File: src/tpc_defs.svh
// How it works
// - Low reset input holds all logic except the pin synchronisers in reset
// - Stay in reset about 250 us after release
// - Interrupt edge select bit 1, reset falling
// - Interrupt pin only for enabled, unmasked sources
// - Wake input ignored until software enables it
// - Enabled wake input triggers wake from sleep
// - Six general pins, each input or output
// - Direction from pin direction register bit
// - Data register reads levels, writes outputs
// - RF state machine may drive pins 0-2
// - Sleep clock selects 32 kHz or 100 kHz source
// - Sleep counter times beacon or sleep interval
// - Main clock from 50 MHz oscillator
`ifndef TPC_DEFS_SVH
`define TPC_DEFS_SVH

// ****************************************
// Register word indices (byte address bits 13:2)
// ****************************************
`define TPC_IDX_PIN_DATA      12'h033
`define TPC_IDX_PIN_DIRECTION 12'h034
`define TPC_IDX_SLEEP_CFG0    12'h211
`define TPC_IDX_INT_STATUS    12'h300
`define TPC_IDX_INT_MASK      12'h301
`define TPC_IDX_INT_ENABLE    12'h302
`define TPC_IDX_CONTROL       12'h303
`define TPC_IDX_SLEEP_PERIOD  12'h304
`define TPC_IDX_RF_OVERRIDE   12'h305

// ****************************************
// Field positions and reset values
// ****************************************
`define TPC_BIT_INT_EDGE      1
`define TPC_BIT_SLEEP_CLK_SEL 0
`define TPC_BIT_WAKE_EN       0
`define TPC_BIT_SLEEP_GO      1
`define TPC_BIT_BEACON_MODE   2
`define TPC_RST_SLEEP_CFG0    8'h00
`define TPC_RST_PIN_DIRECTION 8'h00
`define TPC_RST_PIN_DATA      8'h00
`define TPC_NUM_EVENTS        3
`define TPC_EV_WAKE           0
`define TPC_EV_SLEEP_DONE     1
`define TPC_EV_PIN_CHANGE     2

// ****************************************
// Timing
// ****************************************
`define TPC_CLK_MHZ           50
`define TPC_RESET_HOLD_US     250
`define TPC_RESET_HOLD_CYC    (`TPC_RESET_HOLD_US * `TPC_CLK_MHZ)

`endif

File: src/tpc_pkg.sv
package tpc_pkg;
    // Write channel progress
    typedef enum logic [1:0]
    {
        TPC_WR_IDLE = 2'b00,
        TPC_WR_RESP = 2'b01
    } tpc_wr_e;

    // Sleep sequencer states
    typedef enum logic [1:0]
    {
        TPC_SL_AWAKE    = 2'b00,
        TPC_SL_ACTIVE   = 2'b01,
        TPC_SL_INACTIVE = 2'b10
    } tpc_sleep_e;

    // General pin bundle
    typedef struct packed
    {
        logic [5:0] out;
        logic [5:0] oe;
    } tpc_pins_s;
endpackage

File: src/tpc_pin_control.sv
`include "tpc_defs.svh"
`timescale 1ns/1ns
`default_nettype none
module tpc_pin_control
    import tpc_pkg::*;
#(
    parameter int RESET_HOLD_CYC = `TPC_RESET_HOLD_CYC
)
(
    input  wire logic          i_mclk,
    input  wire logic          i_srst,
    input  wire logic          i_reset_n_pin,
    input  wire logic          i_wake_pin,
    input  wire logic [5:0]    i_pin_in,
    output tpc_pins_s          o_pins,
    input  wire logic [2:0]    i_rf_ctrl,
    input  wire logic          i_slow_tick_xtal,
    input  wire logic          i_slow_tick_int,
    output logic               o_int_pin,
    output logic               o_wake_event,
    output logic               o_asleep,
    output logic               o_core_reset,
    input  wire logic [31:0]   s_axi_awaddr,
    input  wire logic          s_axi_awvalid,
    output logic               s_axi_awready,
    input  wire logic [31:0]   s_axi_wdata,
    input  wire logic [3:0]    s_axi_wstrb,
    input  wire logic          s_axi_wvalid,
    output logic               s_axi_wready,
    output logic [1:0]         s_axi_bresp,
    output logic               s_axi_bvalid,
    input  wire logic          s_axi_bready,
    input  wire logic [31:0]   s_axi_araddr,
    input  wire logic          s_axi_arvalid,
    output logic               s_axi_arready,
    output logic [31:0]        s_axi_rdata,
    output logic [1:0]         s_axi_rresp,
    output logic               s_axi_rvalid,
    input  wire logic          s_axi_rready
);

    // ****************************************
    // Register map decode
    // ****************************************
    function automatic logic [3:0] reg_sel(input logic [31:0] addr);
        logic [11:0] idx;
        idx = addr[13:2];
        reg_sel = 4'hf;
        if (addr[1:0] == 2'b00 && addr[31:14] == 18'h0)
        begin
            unique case (idx)
                `TPC_IDX_PIN_DATA:      reg_sel = 4'h0;
                `TPC_IDX_PIN_DIRECTION: reg_sel = 4'h1;
                `TPC_IDX_SLEEP_CFG0:    reg_sel = 4'h2;
                `TPC_IDX_INT_STATUS:    reg_sel = 4'h3;
                `TPC_IDX_INT_MASK:      reg_sel = 4'h4;
                `TPC_IDX_INT_ENABLE:    reg_sel = 4'h5;
                `TPC_IDX_CONTROL:       reg_sel = 4'h6;
                `TPC_IDX_SLEEP_PERIOD:  reg_sel = 4'h7;
                `TPC_IDX_RF_OVERRIDE:   reg_sel = 4'h8;
                default:                reg_sel = 4'hf;
            endcase
        end
    endfunction

    // ****************************************
    // Pin synchronisers
    // ****************************************
    logic       rst_meta;
    logic       rst_sync;
    logic       wake_meta;
    logic       wake_sync;
    logic       wake_prev;
    logic [5:0] pin_meta;
    logic [5:0] pin_sync;
    logic [5:0] pin_prev;
    logic       xt_meta;
    logic       xt_sync;
    logic       xt_prev;
    logic       io_meta;
    logic       io_sync;
    logic       io_prev;

    // Two-stage capture of external levels
    always_ff @(posedge i_mclk)
    begin
        if (i_srst)
        begin
            rst_meta  <= 1'b0;
            rst_sync  <= 1'b0;
            wake_meta <= 1'b0;
            wake_sync <= 1'b0;
            wake_prev <= 1'b0;
            pin_meta  <= 6'h00;
            pin_sync  <= 6'h00;
            pin_prev  <= 6'h00;
            xt_meta   <= 1'b0;
            xt_sync   <= 1'b0;
            xt_prev   <= 1'b0;
            io_meta   <= 1'b0;
            io_sync   <= 1'b0;
            io_prev   <= 1'b0;
        end
        else
        begin
            rst_meta  <= i_reset_n_pin;
            rst_sync  <= rst_meta;
            wake_meta <= i_wake_pin;
            wake_sync <= wake_meta;
            wake_prev <= wake_sync;
            pin_meta  <= i_pin_in;
            pin_sync  <= pin_meta;
            pin_prev  <= pin_sync;
            xt_meta   <= i_slow_tick_xtal;
            xt_sync   <= xt_meta;
            xt_prev   <= xt_sync;
            io_meta   <= i_slow_tick_int;
            io_sync   <= io_meta;
            io_prev   <= io_sync;
        end
    end

    // ****************************************
    // Reset release delay
    // ****************************************
    logic [31:0] hold_cnt;
    logic        core_rst;

    // Count main clock cycles after the pin rises
    always_ff @(posedge i_mclk)
    begin
        if (i_srst || !rst_sync)
        begin
            hold_cnt <= 32'h0;
            core_rst <= 1'b1;
        end
        else if (core_rst)
        begin
            hold_cnt <= hold_cnt + 32'h1;
            if (hold_cnt >= 32'(RESET_HOLD_CYC - 1))
                core_rst <= 1'b0;
        end
    end
    assign o_core_reset = core_rst;

    // ****************************************
    // Registers
    // ****************************************
    logic [7:0]  pin_data;
    logic [7:0]  pin_direction;
    logic [7:0]  sleep_config_zero;
    logic [2:0]  int_status;
    logic [2:0]  int_mask;
    logic [2:0]  int_enable;
    logic [7:0]  control;
    logic [15:0] sleep_period;
    logic [2:0]  rf_override;
    logic [2:0]  events;

    logic        aw_held;
    logic        w_held;
    logic [31:0] aw_addr;
    logic [31:0] w_data;
    logic [3:0]  w_strb;
    tpc_wr_e     wr_state;
    logic        wr_fire;
    logic [3:0]  wr_sel;

    // Either channel may arrive first
    always_ff @(posedge i_mclk)
    begin
        if (core_rst)
        begin
            aw_held  <= 1'b0;
            w_held   <= 1'b0;
            aw_addr  <= 32'h0;
            w_data   <= 32'h0;
            w_strb   <= 4'h0;
            wr_state <= TPC_WR_IDLE;
        end
        else
        begin
            if (s_axi_awvalid && s_axi_awready)
            begin
                aw_held <= 1'b1;
                aw_addr <= s_axi_awaddr;
            end
            if (s_axi_wvalid && s_axi_wready)
            begin
                w_held <= 1'b1;
                w_data <= s_axi_wdata;
                w_strb <= s_axi_wstrb;
            end
            unique case (wr_state)
                TPC_WR_IDLE:
                    if (wr_fire)
                    begin
                        aw_held  <= 1'b0;
                        w_held   <= 1'b0;
                        wr_state <= TPC_WR_RESP;
                    end
                TPC_WR_RESP:
                    if (s_axi_bready)
                        wr_state <= TPC_WR_IDLE;
            endcase
        end
    end
    assign s_axi_awready = !aw_held && wr_state == TPC_WR_IDLE;
    assign s_axi_wready  = !w_held && wr_state == TPC_WR_IDLE;
    assign s_axi_bvalid  = wr_state == TPC_WR_RESP;
    assign wr_fire       = aw_held && w_held && wr_state == TPC_WR_IDLE;
    assign wr_sel        = reg_sel(aw_addr);

    logic [1:0] bresp;
    // Write response code latched with the write
    always_ff @(posedge i_mclk)
    begin
        if (core_rst)
            bresp <= 2'b00;
        else if (wr_fire)
            bresp <= (wr_sel == 4'hf) ? 2'b10 : 2'b00;
    end
    assign s_axi_bresp = bresp;

    // Software writable registers
    always_ff @(posedge i_mclk)
    begin
        if (core_rst)
        begin
            pin_data          <= `TPC_RST_PIN_DATA;
            pin_direction     <= `TPC_RST_PIN_DIRECTION;
            sleep_config_zero <= `TPC_RST_SLEEP_CFG0;
            int_mask          <= 3'h7;
            int_enable        <= 3'h0;
            control           <= 8'h00;
            sleep_period      <= 16'h0010;
            rf_override       <= 3'h0;
        end
        else if (wr_fire && w_strb[0])
        begin
            unique case (wr_sel)
                4'h0: pin_data          <= {2'b00, w_data[5:0]};
                4'h1: pin_direction     <= {2'b00, w_data[5:0]};
                4'h2: sleep_config_zero <= w_data[7:0];
                4'h4: int_mask          <= w_data[2:0];
                4'h5: int_enable        <= w_data[2:0];
                4'h6: control           <= w_data[7:0];
                4'h7: sleep_period      <= {w_strb[1] ? w_data[15:8] : sleep_period[15:8], w_data[7:0]};
                4'h8: rf_override       <= w_data[2:0];
                default: ;
            endcase
        end
    end

    // Sticky status: set wins over write-one clear
    always_ff @(posedge i_mclk)
    begin
        if (core_rst)
            int_status <= 3'h0;
        else if (wr_fire && wr_sel == 4'h3 && w_strb[0])
            int_status <= (int_status & ~w_data[2:0]) | events;
        else
            int_status <= int_status | events;
    end

    // Gate with enable and clear mask onto level
    logic int_active;
    assign int_active = |(int_status & int_enable & ~int_mask);
    assign o_int_pin  = sleep_config_zero[`TPC_BIT_INT_EDGE] ? int_active : !int_active;

    // ****************************************
    // Read channel
    // ****************************************
    logic [31:0] rdata;
    logic [1:0]  rresp;
    logic        rvalid;
    logic [3:0]  rd_sel;
    assign rd_sel = reg_sel(s_axi_araddr);

    // One-cycle read answer
    always_ff @(posedge i_mclk)
    begin
        if (core_rst)
        begin
            rvalid <= 1'b0;
            rdata  <= 32'h0;
            rresp  <= 2'b00;
        end
        else if (rvalid)
        begin
            if (s_axi_rready)
                rvalid <= 1'b0;
        end
        else if (s_axi_arvalid)
        begin
            rvalid <= 1'b1;
            rresp  <= (rd_sel == 4'hf) ? 2'b10 : 2'b00;
            unique case (rd_sel)
                4'h0: rdata <= {26'h0, pin_sync};
                4'h1: rdata <= {24'h0, pin_direction};
                4'h2: rdata <= {24'h0, sleep_config_zero};
                4'h3: rdata <= {29'h0, int_status};
                4'h4: rdata <= {29'h0, int_mask};
                4'h5: rdata <= {29'h0, int_enable};
                4'h6: rdata <= {23'h0, o_asleep, control};
                4'h7: rdata <= {16'h0, sleep_period};
                4'h8: rdata <= {29'h0, rf_override};
                default: rdata <= 32'h0;
            endcase
        end
    end
    assign s_axi_arready = !rvalid;
    assign s_axi_rvalid  = rvalid;
    assign s_axi_rdata   = rdata;
    assign s_axi_rresp   = rresp;

    // ****************************************
    // General pins
    // ****************************************
    tpc_pins_s pins;
    // Per-pin direction, RF control on pins 0-2
    always_ff @(posedge i_mclk)
    begin
        if (core_rst)
            pins <= '0;
        else
        begin
            pins.oe  <= pin_direction[5:0] | {3'b000, rf_override};
            pins.out <= {pin_data[5:3],
                         (rf_override & i_rf_ctrl) | (~rf_override & pin_data[2:0])};
        end
    end
    assign o_pins = pins;

    // ****************************************
    // Sleep counters and wake
    // ****************************************
    tpc_sleep_e  sl_state;
    logic [15:0] sl_cnt;
    logic        slow_tick;
    logic        wake_rise;
    logic        sleep_done;

    // Sleep clock source select
    assign slow_tick = sleep_config_zero[`TPC_BIT_SLEEP_CLK_SEL]
                     ? (io_sync && !io_prev) : (xt_sync && !xt_prev);
    assign wake_rise = control[`TPC_BIT_WAKE_EN] && wake_sync && !wake_prev;
    assign o_wake_event = wake_rise;

    // Beacon mode: active then inactive; else one interval
    always_ff @(posedge i_mclk)
    begin
        if (core_rst)
        begin
            sl_state   <= TPC_SL_AWAKE;
            sl_cnt     <= 16'h0;
            sleep_done <= 1'b0;
        end
        else
        begin
            sleep_done <= 1'b0;
            unique case (sl_state)
                TPC_SL_AWAKE:
                    if (control[`TPC_BIT_SLEEP_GO] && !wake_rise)
                    begin
                        sl_state <= control[`TPC_BIT_BEACON_MODE] ? TPC_SL_ACTIVE : TPC_SL_INACTIVE;
                        sl_cnt   <= 16'h0;
                    end
                TPC_SL_ACTIVE, TPC_SL_INACTIVE:
                    if (wake_rise)
                        sl_state <= TPC_SL_AWAKE;
                    else if (slow_tick)
                    begin
                        sl_cnt <= sl_cnt + 16'h1;
                        if (sl_cnt + 16'h1 >= sleep_period)
                        begin
                            sl_cnt     <= 16'h0;
                            sl_state   <= (sl_state == TPC_SL_ACTIVE) ? TPC_SL_INACTIVE : TPC_SL_AWAKE;
                            sleep_done <= sl_state == TPC_SL_INACTIVE;
                        end
                    end
                default: sl_state <= TPC_SL_AWAKE;
            endcase
        end
    end
    assign o_asleep = sl_state == TPC_SL_INACTIVE;

    // Event sources for the status register
    assign events = {|(pin_sync ^ pin_prev), sleep_done, wake_rise};

endmodule
`default_nettype wire

File: config.mk
export PLATFORM = sky130hd
export DESIGN_NAME = tpc_pin_control
export DESIGN_NICKNAME = d
export VERILOG_FILES = /design/src/tpc_pkg.sv /design/src/tpc_pin_control.sv
export VERILOG_INCLUDE_DIRS = /design/src
export SDC_FILE = /design/constraint.sdc
export NUM_CORES = 1
export LEC_CHECK = 0
export BUFFER_PORTS_ARGS = -buffer_cell sky130_fd_sc_hd__clkbuf_2
export CAP_MARGIN = 15
export CORE_MARGIN = 1
export CORE_UTILIZATION = 56
export DETAILED_ROUTE_END_ITERATION = 10
export PLACE_DENSITY = 0.79
export SYNTH_ARGS = -nofsm -noshare
export SYNTH_HDL_FRONTEND = slang
export SYNTH_SLANG_ARGS = --single-unit
File: constraint.sdc
create_clock -name i_mclk -period 3.9 [get_ports i_mclk]
set_input_delay 1.17 -clock i_mclk [delete_from_list [all_inputs] [get_ports i_mclk]]
set_output_delay 1.17 -clock i_mclk [all_outputs]
set_load 0.02 [all_outputs]
# ---- Word-level counts from Yosys, hierarchy flattened
# Cells that the tools add are included.
# W data, S select, Z words.
dict set report classes {
  add_sub_neg 2
  order_cmp 2
  n_eq_ne 46
  n_mux 36
  n_bitwise 17
  n_reduce_logical 52
}
# operator n
set ops {}
lappend ops {{$eq A12 B10 Y1 const B} 14}
lappend ops {{$pmux W16 S9} 1}
lappend ops {{$pmux W4 S9} 2}
lappend ops {{$mux W16} 4}
lappend ops {{$eq A12 B6 Y1 const B} 4}
lappend ops {{$logic_not A18 Y1} 2}
lappend ops {{$add A32 B1 Y32 const B} 1}
lappend ops {{$eq A4 B3 Y1 const B} 8}
lappend ops {{$ge A32 B14 Y1 const B} 1}
lappend ops {{$pmux W16 S2} 1}
lappend ops {{$mux W2} 10}
lappend ops {{$reduce_and A2 Y1} 10}
lappend ops {{$add A16 B1 Y16 const B} 1}
lappend ops {{$eq A4 B2 Y1 const B} 4}
lappend ops {{$eq A4 B4 Y1 const B} 4}
lappend ops {{$ge A16 B16 Y1} 1}
lappend ops {{$logic_and A1 B1 Y1} 16}
lappend ops {{$and A3 B3 Y3} 5}
lappend ops {{$mux W1} 13}
lappend ops {{$logic_not A1 Y1} 9}
lappend ops {{$not A3 Y3} 3}
lappend ops {{$or A3 B3 Y3} 3}
lappend ops {{$eq A4 B1 Y1 const B} 2}
lappend ops {{$logic_not A2 Y1} 4}
lappend ops {{20 further kinds} 32}
dict set report totals {
  ff_bits 240
  in_bits 120
  wordCells 196
}

# ---- Longest topological paths before layout
# Gate-level depths: netlist of run 1.
dict set report depth {
  word_depth 7
  depth_mapped 14
  ltp_nobuf 13
}

# ---- Worst setup path before layout of run 1
# No wires, ideal clock.
dict set report synth_path {
  path_type {input to register}
  from {input port s_axi_araddr[9]}
  to {register rdata[3] (netlist: s_axi_rdata[3])}
  setup_ns 0.129
  arrival_ns 3.224
  required_ns 3.771
  slack_ns 0.548
  path_stages 9
  cell_sequence {or4_4 -> or2_0 -> buf_2 -> nor3_1 -> nor4bb_1 -> clkbuf_1 -> a221o_1 -> a221oi_1 -> a211oi_1}
}
dict set report synth_between {
  elab_chain_cells 5
}
# element line_no
set synth_lines {}
lappend synth_lines {{from (decl)} tpc_pin_control.sv:33} ;# input wire logic [31:0] s_axi_araddr,
lappend synth_lines {{$eq A12 B10 Y1 / $eq A12 B6 Y1 (equally long branches)} tpc_pin_control.sv:51} ;# unique case (idx)
lappend synth_lines {{$pmux W4 S9 (*)} tpc_pin_control.sv:51}
lappend synth_lines {{$mux W4 (*)} tpc_pin_control.sv:49} ;# if (addr[1:0] == 2'b00 && addr[31:14] == 18'h0)
lappend synth_lines {{$eq A4 B4 Y1, or another cell as far along} tpc_pin_control.sv:298} ;# unique case (rd_sel)
lappend synth_lines {{$pmux W16 S9 (*)} tpc_pin_control.sv:298}
lappend synth_lines {{to (signal assigned)} tpc_pin_control.sv:299} ;# 4'h0: rdata <= {26'h0, pin_sync};
lappend synth_lines {{to (signal assigned)} tpc_pin_control.sv:300} ;# 4'h1: rdata <= {24'h0, pin_direction};
lappend synth_lines {{to (signal assigned)} tpc_pin_control.sv:301} ;# 4'h2: rdata <= {24'h0, sleep_config_zero};
lappend synth_lines {{to (decl)} tpc_pin_control.sv:274} ;# logic [31:0] rdata;
# Every way passes the cells marked *; elsewhere a longest branch is shown, timed or not.
# A chain may end at the register's enable or synchronous reset.

# ---- Final worst setup path of run 1
dict set report layout_path {
  from {register sl_cnt[2]}
  to {register sl_cnt[7]}
}
dict set report layout_between {
  elab_chain_cells 6
}
# element line_no
set layout_lines {}
lappend layout_lines {{from (decl)} tpc_pin_control.sv:339} ;# logic [15:0] sl_cnt;
lappend layout_lines {{from (signal assigned)} tpc_pin_control.sv:374} ;# sl_cnt <= sl_cnt + 16'h1;
lappend layout_lines {{$add A16 B1 Y16 (*)} {tpc_pin_control.sv:374, tpc_pin_control.sv:375}}
lappend layout_lines {{$ge A16 B16 Y1} tpc_pin_control.sv:375} ;# if (sl_cnt + 16'h1 >= sleep_period)
lappend layout_lines {{$mux W16 (*)} tpc_pin_control.sv:375}
lappend layout_lines {{$mux W16 (*)} tpc_pin_control.sv:372} ;# else if (slow_tick)
lappend layout_lines {{$mux W16 (*)} tpc_pin_control.sv:370} ;# if (wake_rise)
lappend layout_lines {{$pmux W16 S2 (*)} tpc_pin_control.sv:362} ;# unique case (sl_state)
# Every way passes the cells marked *; elsewhere a longest branch is shown, timed or not. The select of a mux whose other input is x is not followed.

==> impl_metrics.py, run 1 <==
metrics = {
    "run_status": {
        "status": "completed",
    },
    "timing": {
        "final-setup-viol-count": 0,
        "rsz0062_at_grt": "false",
        "fmax_mhz": 285.1,
        "slew-limit-headroom": 0.3110,
        "hold_ws_ns": 0.4326,
        "fin_worst_skew_ns": 0.02076,
        "final_max_slew_viol_count": 0,
        "worst_pin_slew_ns": 1.031,
        "fin_crit_sh": 0.8994,
        "finalCriticalPeriod_ns": 3.508,
        "fin_tns_setup_ns": 0,
        "hold_viol": 0,
    },
    "route": {
        "routedWlPerCell_um": 14.22,
        "ant_nets": 0,
        "num_vias": 8195,
        "routed_wirelength_mm": 21.31,
        "via_per_inst": 5.467,
        "drcViolationCount": 0,
        "drtIter0Drc": 477,
        "drtPass1Iterations": 7,
    },
    "yosys": {
        "yosysTopAreaCell": "dfxtp_1",
        "synth_commonest_cells": "dfxtp_1, nand2_1, nor2_1",
        "yosysMostFrequentCell": "dfxtp_1",
        "ys_seq_area_frac": 0.4505,
        "synthFlopType": "dfxtp_1",
        "yosys-top-cells-area": "dfxtp_1, nand2_1, mux2i_1, a21oi_1, nor2_1",
        "synth_edf_count": 0,
        "netlist_instances": 1142,
        "ys_warn_count": 0,
        "synth_seq_cells": 221,
        "synth_top_cell_area_share": 0.4505,
        "synth_cell_types": 72,
        "async_flop_share": 0,
        "synth_area_mm2": 0.009821,
        "syn_avg_cell_area_um2": 8.600,
    },
    "clocking": {
        "cts_max_path_buffers": 3,
        "htreeDepth": 1,
        "ctsRootBufferMaster": "clkbuf_16",
        "clock_latency_ns": 0.51,
        "ctsHoldBuffers": 0,
        "clk_pin_slew_ns": 0.06,
        "cts_tree": "built",
        "cts_resized": 0,
        "cts_setup_buffers": 0,
        "cts_buffers": 23,
        "clock-sinks": 221,
    },
    "placed_design": {
        "port-buffer-count": 140,
        "place_congestion": 0.9036,
        "dp_cells": 1458,
        "hpwl_mm": 14.88,
    },
    "global_routing": {
        "grt_max_degree": 94,
        "antenna_found_initial": 0,
        "gr-usage-all-layers": 0.2341,
        "grt_pass1_vias": 7428,
        "gr-total-overflow": 0,
        "grt_pass1_wl_mm": 34.90,
    },
    "min_path": {
        "hp-class": "flip-flop to flip-flop",
    },
    "run": {
        "cap_violations": 0,
    },
    "power_and_ir_drop": {
        "ir_drop_mv": 0.3145,
        "power.total_mw": 4.508,
        "p_leak_nw": 4.331,
        "powerDensity_mw_per_mm2": 399.0,
    },
    "cells_and_area": {
        "num-fill-cells": 1396,
        "nets": 1400,
        "final_cell_count_no_fill": 1499,
        "drive_above_1_share": 0.1641,
        "synthToLayoutAreaGrowth_pct": 15.05,
        "n_antenna_cell": 0,
    },
    "worst_setup_path": {
        "cp-start-kind": "flip-flop",
        "required_ns": 4.26,
        "crit_type": "flip-flop to flip-flop",
        "cp_max_fo": 16,
        "arrival_ns": 3.86,
        "end_kind": "flip-flop",
    },
    "floorplan": {
        "num_rows": 48,
        "fp.dieW_um": 134.4,
        "initial_utilization": 0.5698,
        "core_area_mm2": 0.01724,
        "die_area_mm2": 0.01807,
        "die_h_um": 134.4,
        "num_io_pins": 177,
    },
}
report_power, final:
part | internal, mW | switching (mW) | total [mW]
Clock | 1.22 | 0.860 | 2.08
Sequential | 2.27 | 0.00580 | 2.27
Combinational | 0.0644 | 0.0873 | 0.152
per-stage QoR:
| stage | util | area [um2] | worst slack, ns |
|---|---|---|---|
| after global routing | 0.6555 | 11300 | 0.1053 |
| after floorplan | - | 9884 | 0.5477 |
| after detailed placement | 0.6136 | 10580 | 0.3232 |
| final | 0.6555 | 11300 | 0.3922 |
| after global placement | 0.6136 | 10580 | 0.3935 |
| after CTS | 0.6555 | 11300 | 0.4176 |
critical path: stages, from the launching register on:
cell	delay, ns
dfxtp_1	0.41
and3_1	0.22
and3_1	0.20
nand4_1	0.20
nor3_1	0.30
xor2_1	0.14
ha_1	0.31
nand4_1	0.13
nor2_1	0.14
o21ai_0	0.18
o2111ai_1	0.87
nand2b_1	0.21
a21oi_1	0.06
kinds of logic (layout without fill, tap and decap cells):
| family | after synthesis | after routing | share of synthesized area |
|---|---|---|---|
| DFF | 221 | 221 | 0.4505 |
| buffers and inverters | 111 | 226 | 0.05134 |
| other | 1 | 18 | 0.0003818 |
| and+or+nand+nor | 490 | 490 | 0.2482 |
| adders and majority gates | 22 | 22 | 0.02803 |
| muxes | 54 | 54 | 0.05504 |
| xor gates and xnor gates | 48 | 48 | 0.04281 |
| AOI/OAI and AO/OA | 195 | 195 | 0.1237 |
per-layer routing:
metal | routed length (um) | vias up | global-route usage | part of all wire
met5 | 0 | - | 0 | 0
met4 | 455 | 0 | 0.07179 | 0.021
met3 | 1089 | 36 | 0.03326 | 0.051
met2 | 9968 | 217 | 0.3895 | 0.47
met1 | 9799 | 3821 | 0.3145 | 0.46
li1 | - | 4121 | - | -
registers in the layout, summed over array words and instances (netlist names), 8 cells and up:
register and flops:
aw_addr 32, control 8, hold_cnt 32, o_pins 12, s_axi_rdata 16, sl_cnt 16
sleep_config_zero 8, sleep_period 16, w_data 16
cell usage in the layout (no fill, tap or decap), types with 4 or more instances in the layout:
cell type	n
dfxtp_1	220
nand2_1	167
clkbuf_2	140
nor2_1	112
a21oi_1	104
mux2i_1	54
nor2b_1	40
nand3_1	36
inv_1	34
xor2_1	25
xnor2_1	23
clkbuf_16	23
ha_1	22
o21ai_0	20
nand2b_1	20
conb_1	18
nor3_1	17
nand4_1	15
nor4_1	15
and3_1	12
buf_4	11
or3_1	9
a21o_1	7
clkbuf_8	7
clkbuf_1	7
nand3b_1	6
and2_1	6
a211oi_1	6
or2_2	6
nor4bb_1	5
o21a_1	5
a221oi_1	4
a32oi_1	4
a311oi_1	4
final cells by class:
type                    instances  area [um2]  share of cell area
clock buffers                  37       698.2             0.06179
multi-input cells             827        4956              0.4387
repair buffers                151       783.3             0.06932
well taps                     225       281.5             0.02492
clock inverters                 4       23.77            0.002104
inverters                      34       127.6             0.01130
flip-flops and latches        221        4428              0.3919
worst paths after layout:
check,from,endpoint,slack [ns],cells after the start
worst min register to register,xt_sync$_SDFF_PP0_,xt_prev$_SDFF_PP0_,0.43,2
worst min-delay path,xt_sync$_SDFF_PP0_,xt_prev$_SDFF_PP0_,0.43,2
worst max register to register,sl_cnt[2]$_SDFFE_PP0P_,sl_cnt[7]$_SDFFE_PP0P_,0.39,12
worst max-delay path,sl_cnt[2]$_SDFFE_PP0P_,sl_cnt[7]$_SDFFE_PP0P_,0.39,12
Power figures use the tool's default switching activity.
==> run 2, diff against run 1 <==
--- a/config.mk
+++ b/config.mk
@@ -6,12 +6,13 @@
 export SDC_FILE = /design/constraint.sdc
 export NUM_CORES = 1
 export LEC_CHECK = 0
-export BUFFER_PORTS_ARGS = -buffer_cell sky130_fd_sc_hd__clkbuf_2
+export ABC_AREA = 1
 export CAP_MARGIN = 15
 export CORE_MARGIN = 1
-export CORE_UTILIZATION = 56
+export CORE_UTILIZATION = 60
 export DETAILED_ROUTE_END_ITERATION = 10
-export PLACE_DENSITY = 0.79
+export DONT_BUFFER_PORTS = 1
+export PLACE_DENSITY = 0.75
 export SYNTH_ARGS = -nofsm -noshare
 export SYNTH_HDL_FRONTEND = slang
 export SYNTH_SLANG_ARGS = --single-unit
==> run 2 against run 1 <==
Effect of this change:
- clock power increased by 8%
- sequential cell count unchanged
- area after synthesis increased by 6.1%
- combinational power decreased by 43%
- sequential share of layout area decreased by 0.061 points
- critical path depth increased by 8
- worst setup slack improved by 0.046 ns
- global-route usage increased by 2.5 points
- largest power group unchanged
==> impl_metrics.py, run 2 <==
metrics = {
    "floorplan": {
        "fp.dieW_um": 133.8,
        "die_area_mm2": 0.01790,
        "num_rows": 47,
        "die_h_um": 133.8,
        "initial_utilization": 0.6216,
        "core_area_mm2": 0.01676,
        "num_io_pins": 177,
    },
    "global_routing": {
        "grt_pass1_vias": 8297,
        "grt_max_degree": 66,
        "gr-total-overflow": 0,
        "antenna_found_initial": 1,
        "gr-usage-all-layers": 0.2587,
        "grt_pass1_wl_mm": 38.32,
    },
    "placed_design": {
        "port-buffer-count": 0,
        "place_ws_ns": 0.07412,
        "dp_cells": 1680,
        "dpl_cell_area_mm2": 0.01053,
        "place_congestion": 0.8644,
        "hpwl_mm": 16.50,
    },
    "worst_setup_path": {
        "crit_cells": 20,
        "cp-start-kind": "flip-flop",
        "critPathTopFamily": "simple AND/OR/NAND/NOR gates",
        "cp_slowest_cell": "dfxtp_1",
        "timing.critical_path.mode_cell": "nand2_1",
        "rr_worst_depth": 20,
        "cp_max_fo": 5,
        "crit_type": "flip-flop to flip-flop",
        "worstPathCellList": "and3_1 > nand3_1 > nor3_1 > nand2_1 > nor2_1 > nand2_1 > nor2_1 > xor2_1 > ha_1 > a21oi_1 > o21ai_0 > a21oi_1 > nand3_1 > buf_4 > nand2_1 > nand3_1 > nand2_1 > inv_1 > o21ai_0 > nor2_1",
        "r2r_slack_ns": 0.44,
        "r2r-start": "sl_cnt[0]$_SDFFE_PP0P_",
        "end_kind": "flip-flop",
        "cp_slowest_stage_delay_ns": 0.41,
        "required_ns": 4.30,
        "r2r-end": "sl_state[0]$_SDFFE_PP0P_",
        "critical_path_buf_inv_count": 2,
        "arrival_ns": 3.86,
    },
    "cells_and_area": {
        "final_common_cell": "nor2_1",
        "nets": 1627,
        "final_cell_count_no_fill": 1721,
        "reg_top3": "aw_addr x32, hold_cnt x32",
        "drive_above_1_share": 0.06467,
        "synthToLayoutAreaGrowth_pct": 8.551,
        "fin_area_mm2": 0.01131,
        "final_cell_mix": "nor2_1, nand2_1, dfxtp_1",
    },
    "clocking": {
        "cts_buffers": 23,
        "clk_pin_slew_ns": 0.06,
        "clock-sinks": 221,
        "cts_setup_buffers": 0,
        "cts_tree": "built",
        "cts_max_path_buffers": 3,
        "clock_latency_ns": 0.51,
        "ctsRootBufferMaster": "clkbuf_16",
        "ctsHoldBuffers": 0,
        "htreeDepth": 1,
    },
    "run": {
        "cap_violations": 0,
    },
    "yosys": {
        "async_flop_share": 0,
        "synth_seq_cells": 221,
        "yosysMostFrequentCell": "nor2_1",
        "synthFlopType": "dfxtp_1",
        "yosys-top-cells-area": "dfxtp_1, nor2_1, nand2_1, inv_1, a21oi_1",
        "ys_seq_area_frac": 0.4246,
        "synth_cell_types": 48,
        "syn_avg_cell_area_um2": 6.988,
        "synth_commonest_cells": "nor2_1, nand2_1, dfxtp_1",
        "synth_area_mm2": 0.01042,
        "yosysTopAreaCell": "dfxtp_1",
        "ys_warn_count": 0,
        "netlist_instances": 1491,
        "synth_edf_count": 0,
        "synth_top_cell_area_share": 0.4246,
    },
    "min_path": {
        "hp-class": "flip-flop to flip-flop",
        "hold_depth": 2,
        "min_from": "wake_meta$_SDFF_PP0_",
        "worst_hold_path.endpoint": "wake_sync$_SDFF_PP0_",
    },
    "timing": {
        "final-setup-viol-count": 0,
        "fmax_mhz": 288.8,
        "worst_pin_slew_ns": 0.7772,
        "fin_ws_ns": 0.4378,
        "final_max_slew_viol_count": 0,
        "fin_tns_setup_ns": 0,
        "fin_crit_sh": 0.8877,
        "finalCriticalPeriod_ns": 3.462,
        "hold_viol": 0,
        "fin_worst_skew_ns": 0.006118,
        "slew-limit-headroom": 0.4819,
    },
    "power_and_ir_drop": {
        "power.total_mw": 4.600,
        "powerDensity_mw_per_mm2": 406.7,
        "p_leak_nw": 4.683,
        "ir_drop_mv": 0.3069,
    },
    "route": {
        "routedWlPerCell_um": 13.35,
        "drtPass1Iterations": 5,
        "routed_wirelength_mm": 22.98,
        "num_vias": 8968,
        "drtIter0Drc": 450,
        "via_per_inst": 5.211,
        "ant_nets": 0,
        "drcViolationCount": 0,
    },
    "run_status": {
        "status": "completed",
    },
}
run 2: what timing repair did:
item,4_1_cts,5_1_grt
endpoints found under the setup margin,0,16
endpoints found under the hold margin,0,0
resized for setup,0,3
run 2: stage by stage:
stage | util | hold slack [ns]
6_report | 0.6748 | 0.4015
2_1_floorplan | - | 0.3883
3_3_place_gp | 0.6281 | 0.3892
4_1_cts | 0.6739 | 0.4018
3_5_place_dp | 0.6281 | 0.3929
5_1_grt | 0.6748 | 0.4160
run 2: area by class of cell:
type | count | area [um2]
fillers | 1519 | 5450
multi-input cells | 1026 | 4999
flip-flops and latches | 221 | 4425
inverters | 203 | 765.7
clock buffers | 29 | 608.1
well taps | 220 | 275.3
clock inverters | 11 | 158.9
repair buffers | 10 | 75.07
diodes | 1 | 2.502
run 2: worst max path at each step:
stage	from	slack, ns	end
floorplan	sl_cnt[0]$_SDFFE_PP0P_	0.87	sl_cnt[2]$_SDFFE_PP0P_
global placement	sl_cnt[0]$_SDFFE_PP0P_	0.12	sl_cnt[13]$_SDFFE_PP0P_
detailed placement	sl_cnt[0]$_SDFFE_PP0P_	0.07	sl_cnt[0]$_SDFFE_PP0P_
CTS	sl_cnt[0]$_SDFFE_PP0P_	0.02	sl_cnt[0]$_SDFFE_PP0P_
global route	sl_cnt[0]$_SDFFE_PP0P_	-0.01	sl_state[0]$_SDFFE_PP0P_
finish	sl_cnt[0]$_SDFFE_PP0P_	0.44	sl_state[0]$_SDFFE_PP0P_
run 2: report_power, final:
part | switching, mW | total (mW) | internal, mW
sequential | 0.00567 | 2.28 | 2.27
clock | 0.871 | 2.24 | 1.37
combinational | 0.0637 | 0.0861 | 0.0223
total | 0.941 | 4.60 | 3.66
run 2: metal layers:
layer | wire, um | track usage | vias up
li1 | - | - | 4699
met1 | 10490 | 0.3438 | 3998
met2 | 10680 | 0.4312 | 231
met3 | 1339 | 0.04195 | 40
met4 | 477 | 0.07765 | 0
met5 | 0 | 0 | -
run 2: worst min-delay path, stage by stage, from the launching register on:
cell	delay (ns)
dfxtp_1	0.30
inv_1	0.04
nor2_1	0.03
run 2: cell families after synthesis:
group	count (synthesis)	share of synthesized area
AOI/OAI and AO/OA	241	0.1235
other	1	0.0003599
buffers and inverters	261	0.1029
xor gates and xnor gates	25	0.02102
and+or+nand+nor	720	0.3012
adders and majority gates	22	0.02642
DFF	221	0.4246
==> run 3, diff against run 2 <==
--- a/config.mk
+++ b/config.mk
@@ -12,6 +12,7 @@
 export CORE_UTILIZATION = 60
 export DETAILED_ROUTE_END_ITERATION = 10
 export DONT_BUFFER_PORTS = 1
+export GPL_TIMING_DRIVEN = 0
 export PLACE_DENSITY = 0.75
 export SYNTH_ARGS = -nofsm -noshare
 export SYNTH_HDL_FRONTEND = slang
==> run 3 against run 2 <==
Effect of this change:
- sequential share of layout area is 0.89 points lower
- largest cell class unchanged
- clock-buffer cell count is 7 higher
- combinational power is 27% higher
- clock skew is 0.0052 ns higher
- sequential power hardly changed
- first-iteration DRC count is 24% higher
- non-clock buffer count is 48 higher
- critical path depth stayed put
- design area is 2.3% higher
- critical path type unchanged
==> impl_metrics.py, run 3 (same netlist as run 2, synthesis figures left out) <==
metrics = {
    "cells_and_area": {
        "area.sequential_mm2": 0.004424,
        "final_cell_mix": "nor2_1, nand2_1, dfxtp_1",
        "synthToLayoutAreaGrowth_pct": 11.05,
        "num-fill-cells": 1535,
        "multi_input_area_mm2": 0.004999,
        "drive_above_1_share": 0.07410,
        "reg_top3": "aw_addr x32, hold_cnt x32",
        "final_common_cell": "nor2_1",
        "fin_area_mm2": 0.01157,
        "nets": 1676,
    },
    "timing": {
        "fin_tns_setup_ns": 0,
        "finalCriticalPeriod_ns": 3.541,
        "slew-limit-headroom": 0.2715,
        "fin_worst_skew_ns": 0.01130,
        "fin_crit_sh": 0.9080,
        "fmax_mhz": 282.4,
        "final_max_slew_viol_count": 0,
        "hold_viol": 0,
        "final-setup-viol-count": 0,
        "worst_pin_slew_ns": 1.084,
    },
    "floorplan": {
        "core_area_mm2": 0.01676,
        "die_area_mm2": 0.01790,
        "fp.dieW_um": 133.8,
        "die_h_um": 133.8,
        "num_io_pins": 177,
        "num_rows": 47,
        "initial_utilization": 0.6216,
    },
    "run": {
        "cap_violations": 0,
    },
    "power_and_ir_drop": {
        "ir_drop_mv": 0.3947,
        "p_leak_nw": 4.822,
        "power.total_mw": 4.620,
        "powerDensity_mw_per_mm2": 399.4,
    },
    "worst_setup_path": {
        "arrival_ns": 3.97,
        "timing.critical_path.mode_cell": "nand3_1",
        "crit_type": "flip-flop to flip-flop",
        "rr_worst_depth": 20,
        "critPathTopFamily": "simple AND/OR/NAND/NOR gates",
        "cp-start-kind": "flip-flop",
        "cp_slowest_cell": "dfxtp_1",
        "cp_slowest_stage_delay_ns": 0.43,
        "r2r_slack_ns": 0.36,
        "worstPathCellList": "ha_1 > nand2_1 > nor2_1 > nand3_1 > nor2_1 > inv_1 > nor3_2 > nand3_1 > xnor2_1 > ha_1 > nand2_1 > inv_1 > nand3_1 > inv_1 > a21oi_1 > nand3_1 > nor2_4 > buf_2 > nand2_1 > a21oi_1",
        "required_ns": 4.33,
        "r2r-start": "sl_cnt[0]$_SDFFE_PP0P_",
        "critical_path_buf_inv_count": 4,
        "end_kind": "flip-flop",
        "cp_max_fo": 10,
        "r2r-end": "sl_cnt[6]$_SDFFE_PP0P_",
    },
    "global_routing": {
        "antenna_found_initial": 3,
        "gr-usage-all-layers": 0.2885,
        "grt_max_degree": 14,
        "grt_pass1_wl_mm": 41.40,
        "grt_pass1_vias": 8640,
        "gr-total-overflow": 0,
    },
    "run_status": {
        "status": "completed",
    },
    "clocking": {
        "cts_max_path_buffers": 3,
        "clk_pin_slew_ns": 0.06,
        "clock-sinks": 221,
        "htreeDepth": 1,
        "cts_setup_buffers": 0,
        "cts_tree": "built",
        "clock_latency_ns": 0.51,
        "ctsRootBufferMaster": "clkbuf_16",
        "ctsHoldBuffers": 0,
        "cts_buffers": 24,
    },
    "route": {
        "drcViolationCount": 0,
        "routed_wirelength_mm": 25.54,
        "drtIter0Drc": 556,
        "routedWlPerCell_um": 14.39,
        "via_per_inst": 5.275,
        "num_vias": 9364,
        "ant_nets": 0,
        "drtPass1Iterations": 5,
    },
    "min_path": {
        "hold_depth": 2,
        "min_from": "rst_meta$_SDFF_PP0_",
        "hp-class": "flip-flop to flip-flop",
        "worst_hold_path.endpoint": "rst_sync$_SDFF_PP0_",
    },
    "placed_design": {
        "dpl_cell_area_mm2": 0.01076,
        "hpwl_mm": 18.87,
        "port-buffer-count": 0,
        "place_congestion": 0.9077,
    },
}
-- run 3: changes by cell type in the layout (fill, tap and decap cells not counted), sizes merged --
cell / previous run / this run
bufinv: 4 / 1
clkbuf: 29 / 63
diode: 1 / 3
buf: 10 / 31
clkinv: 10 / 12
inv: 200 / 198
-- run 3: final cells by class --
type                            count  area share
Antenna cell                        3   0.0006489
Multi-Input combinational cell   1026      0.4320
Clock inverter                      8    0.005623
Clock buffer                       36     0.06283
Inverter                          203     0.06618
Buffer                             58     0.02650
Sequential cell                   221      0.3824
Tap cell                          220     0.02379
-- run 3: how the worst max path moves through the flow --
| stage | end | cells past startpoint | slack (ns) | start |
|---|---|---|---|---|
| finish | sl_cnt[6]$_SDFFE_PP0P_ | 20 | 0.36 | sl_cnt[0]$_SDFFE_PP0P_ |
| global route | sl_cnt[6]$_SDFFE_PP0P_ | 20 | -0.005 | sl_cnt[0]$_SDFFE_PP0P_ |
| floorplan | sl_cnt[2]$_SDFFE_PP0P_ | 20 | 0.87 | sl_cnt[0]$_SDFFE_PP0P_ |
| CTS | sl_cnt[6]$_SDFFE_PP0P_ | 20 | 0.07 | sl_cnt[0]$_SDFFE_PP0P_ |
| detailed placement | sl_cnt[6]$_SDFFE_PP0P_ | 20 | 0.08 | sl_cnt[0]$_SDFFE_PP0P_ |
| global placement | sl_cnt[5]$_SDFFE_PP0P_ | 20 | 0.19 | sl_cnt[0]$_SDFFE_PP0P_ |
-- run 3: power breakdown --
| part | total, mW | internal [mW] | leakage (nW) | switching [mW] |
|---|---|---|---|---|
| sequential | 2.28 | 2.27 | 1.78 | 0.00600 |
| combinational | 0.109 | 0.0352 | 2.64 | 0.0742 |
| clock | 2.24 | 1.35 | 0.399 | 0.885 |
-- run 3: layer usage --
metal  vias up  global-route usage  part of all wire
met5         -                   0                 0
met4         0              0.1023             0.029
met3        49             0.04006             0.049
met2       242              0.4902              0.47
met1      4252              0.3741              0.45
li1       4821                   -                 -
-- run 3: per-stage QoR --
step / hold WS, ns / utilization / cells / setup WS (ns)
after floorplan: 0.3883 / - / 1508 / 0.8730
after global placement: 0.3897 / 0.6419 / 1728 / 0.1911
after detailed placement: 0.3928 / 0.6419 / 1728 / 0.08317
after CTS: 0.4010 / 0.6891 / 1772 / 0.07045
after global routing: 0.4070 / 0.6903 / 1775 / -0.005445
final: 0.4003 / 0.6903 / 1775 / 0.3587
-- run 3: worst min-delay path: cells and delay by family (launching register included) --
kind | cells | cell delay, ns
flip-flops | 1 | 0.29
buffers and inverters | 1 | 0.04
AND/OR/NAND/NOR | 1 | 0.03
-- run 3: repair_timing --
item	in CTS	in global routing
hold endpoints to repair	0	0
resized for setup	0	3
setup endpoints to repair	0	16
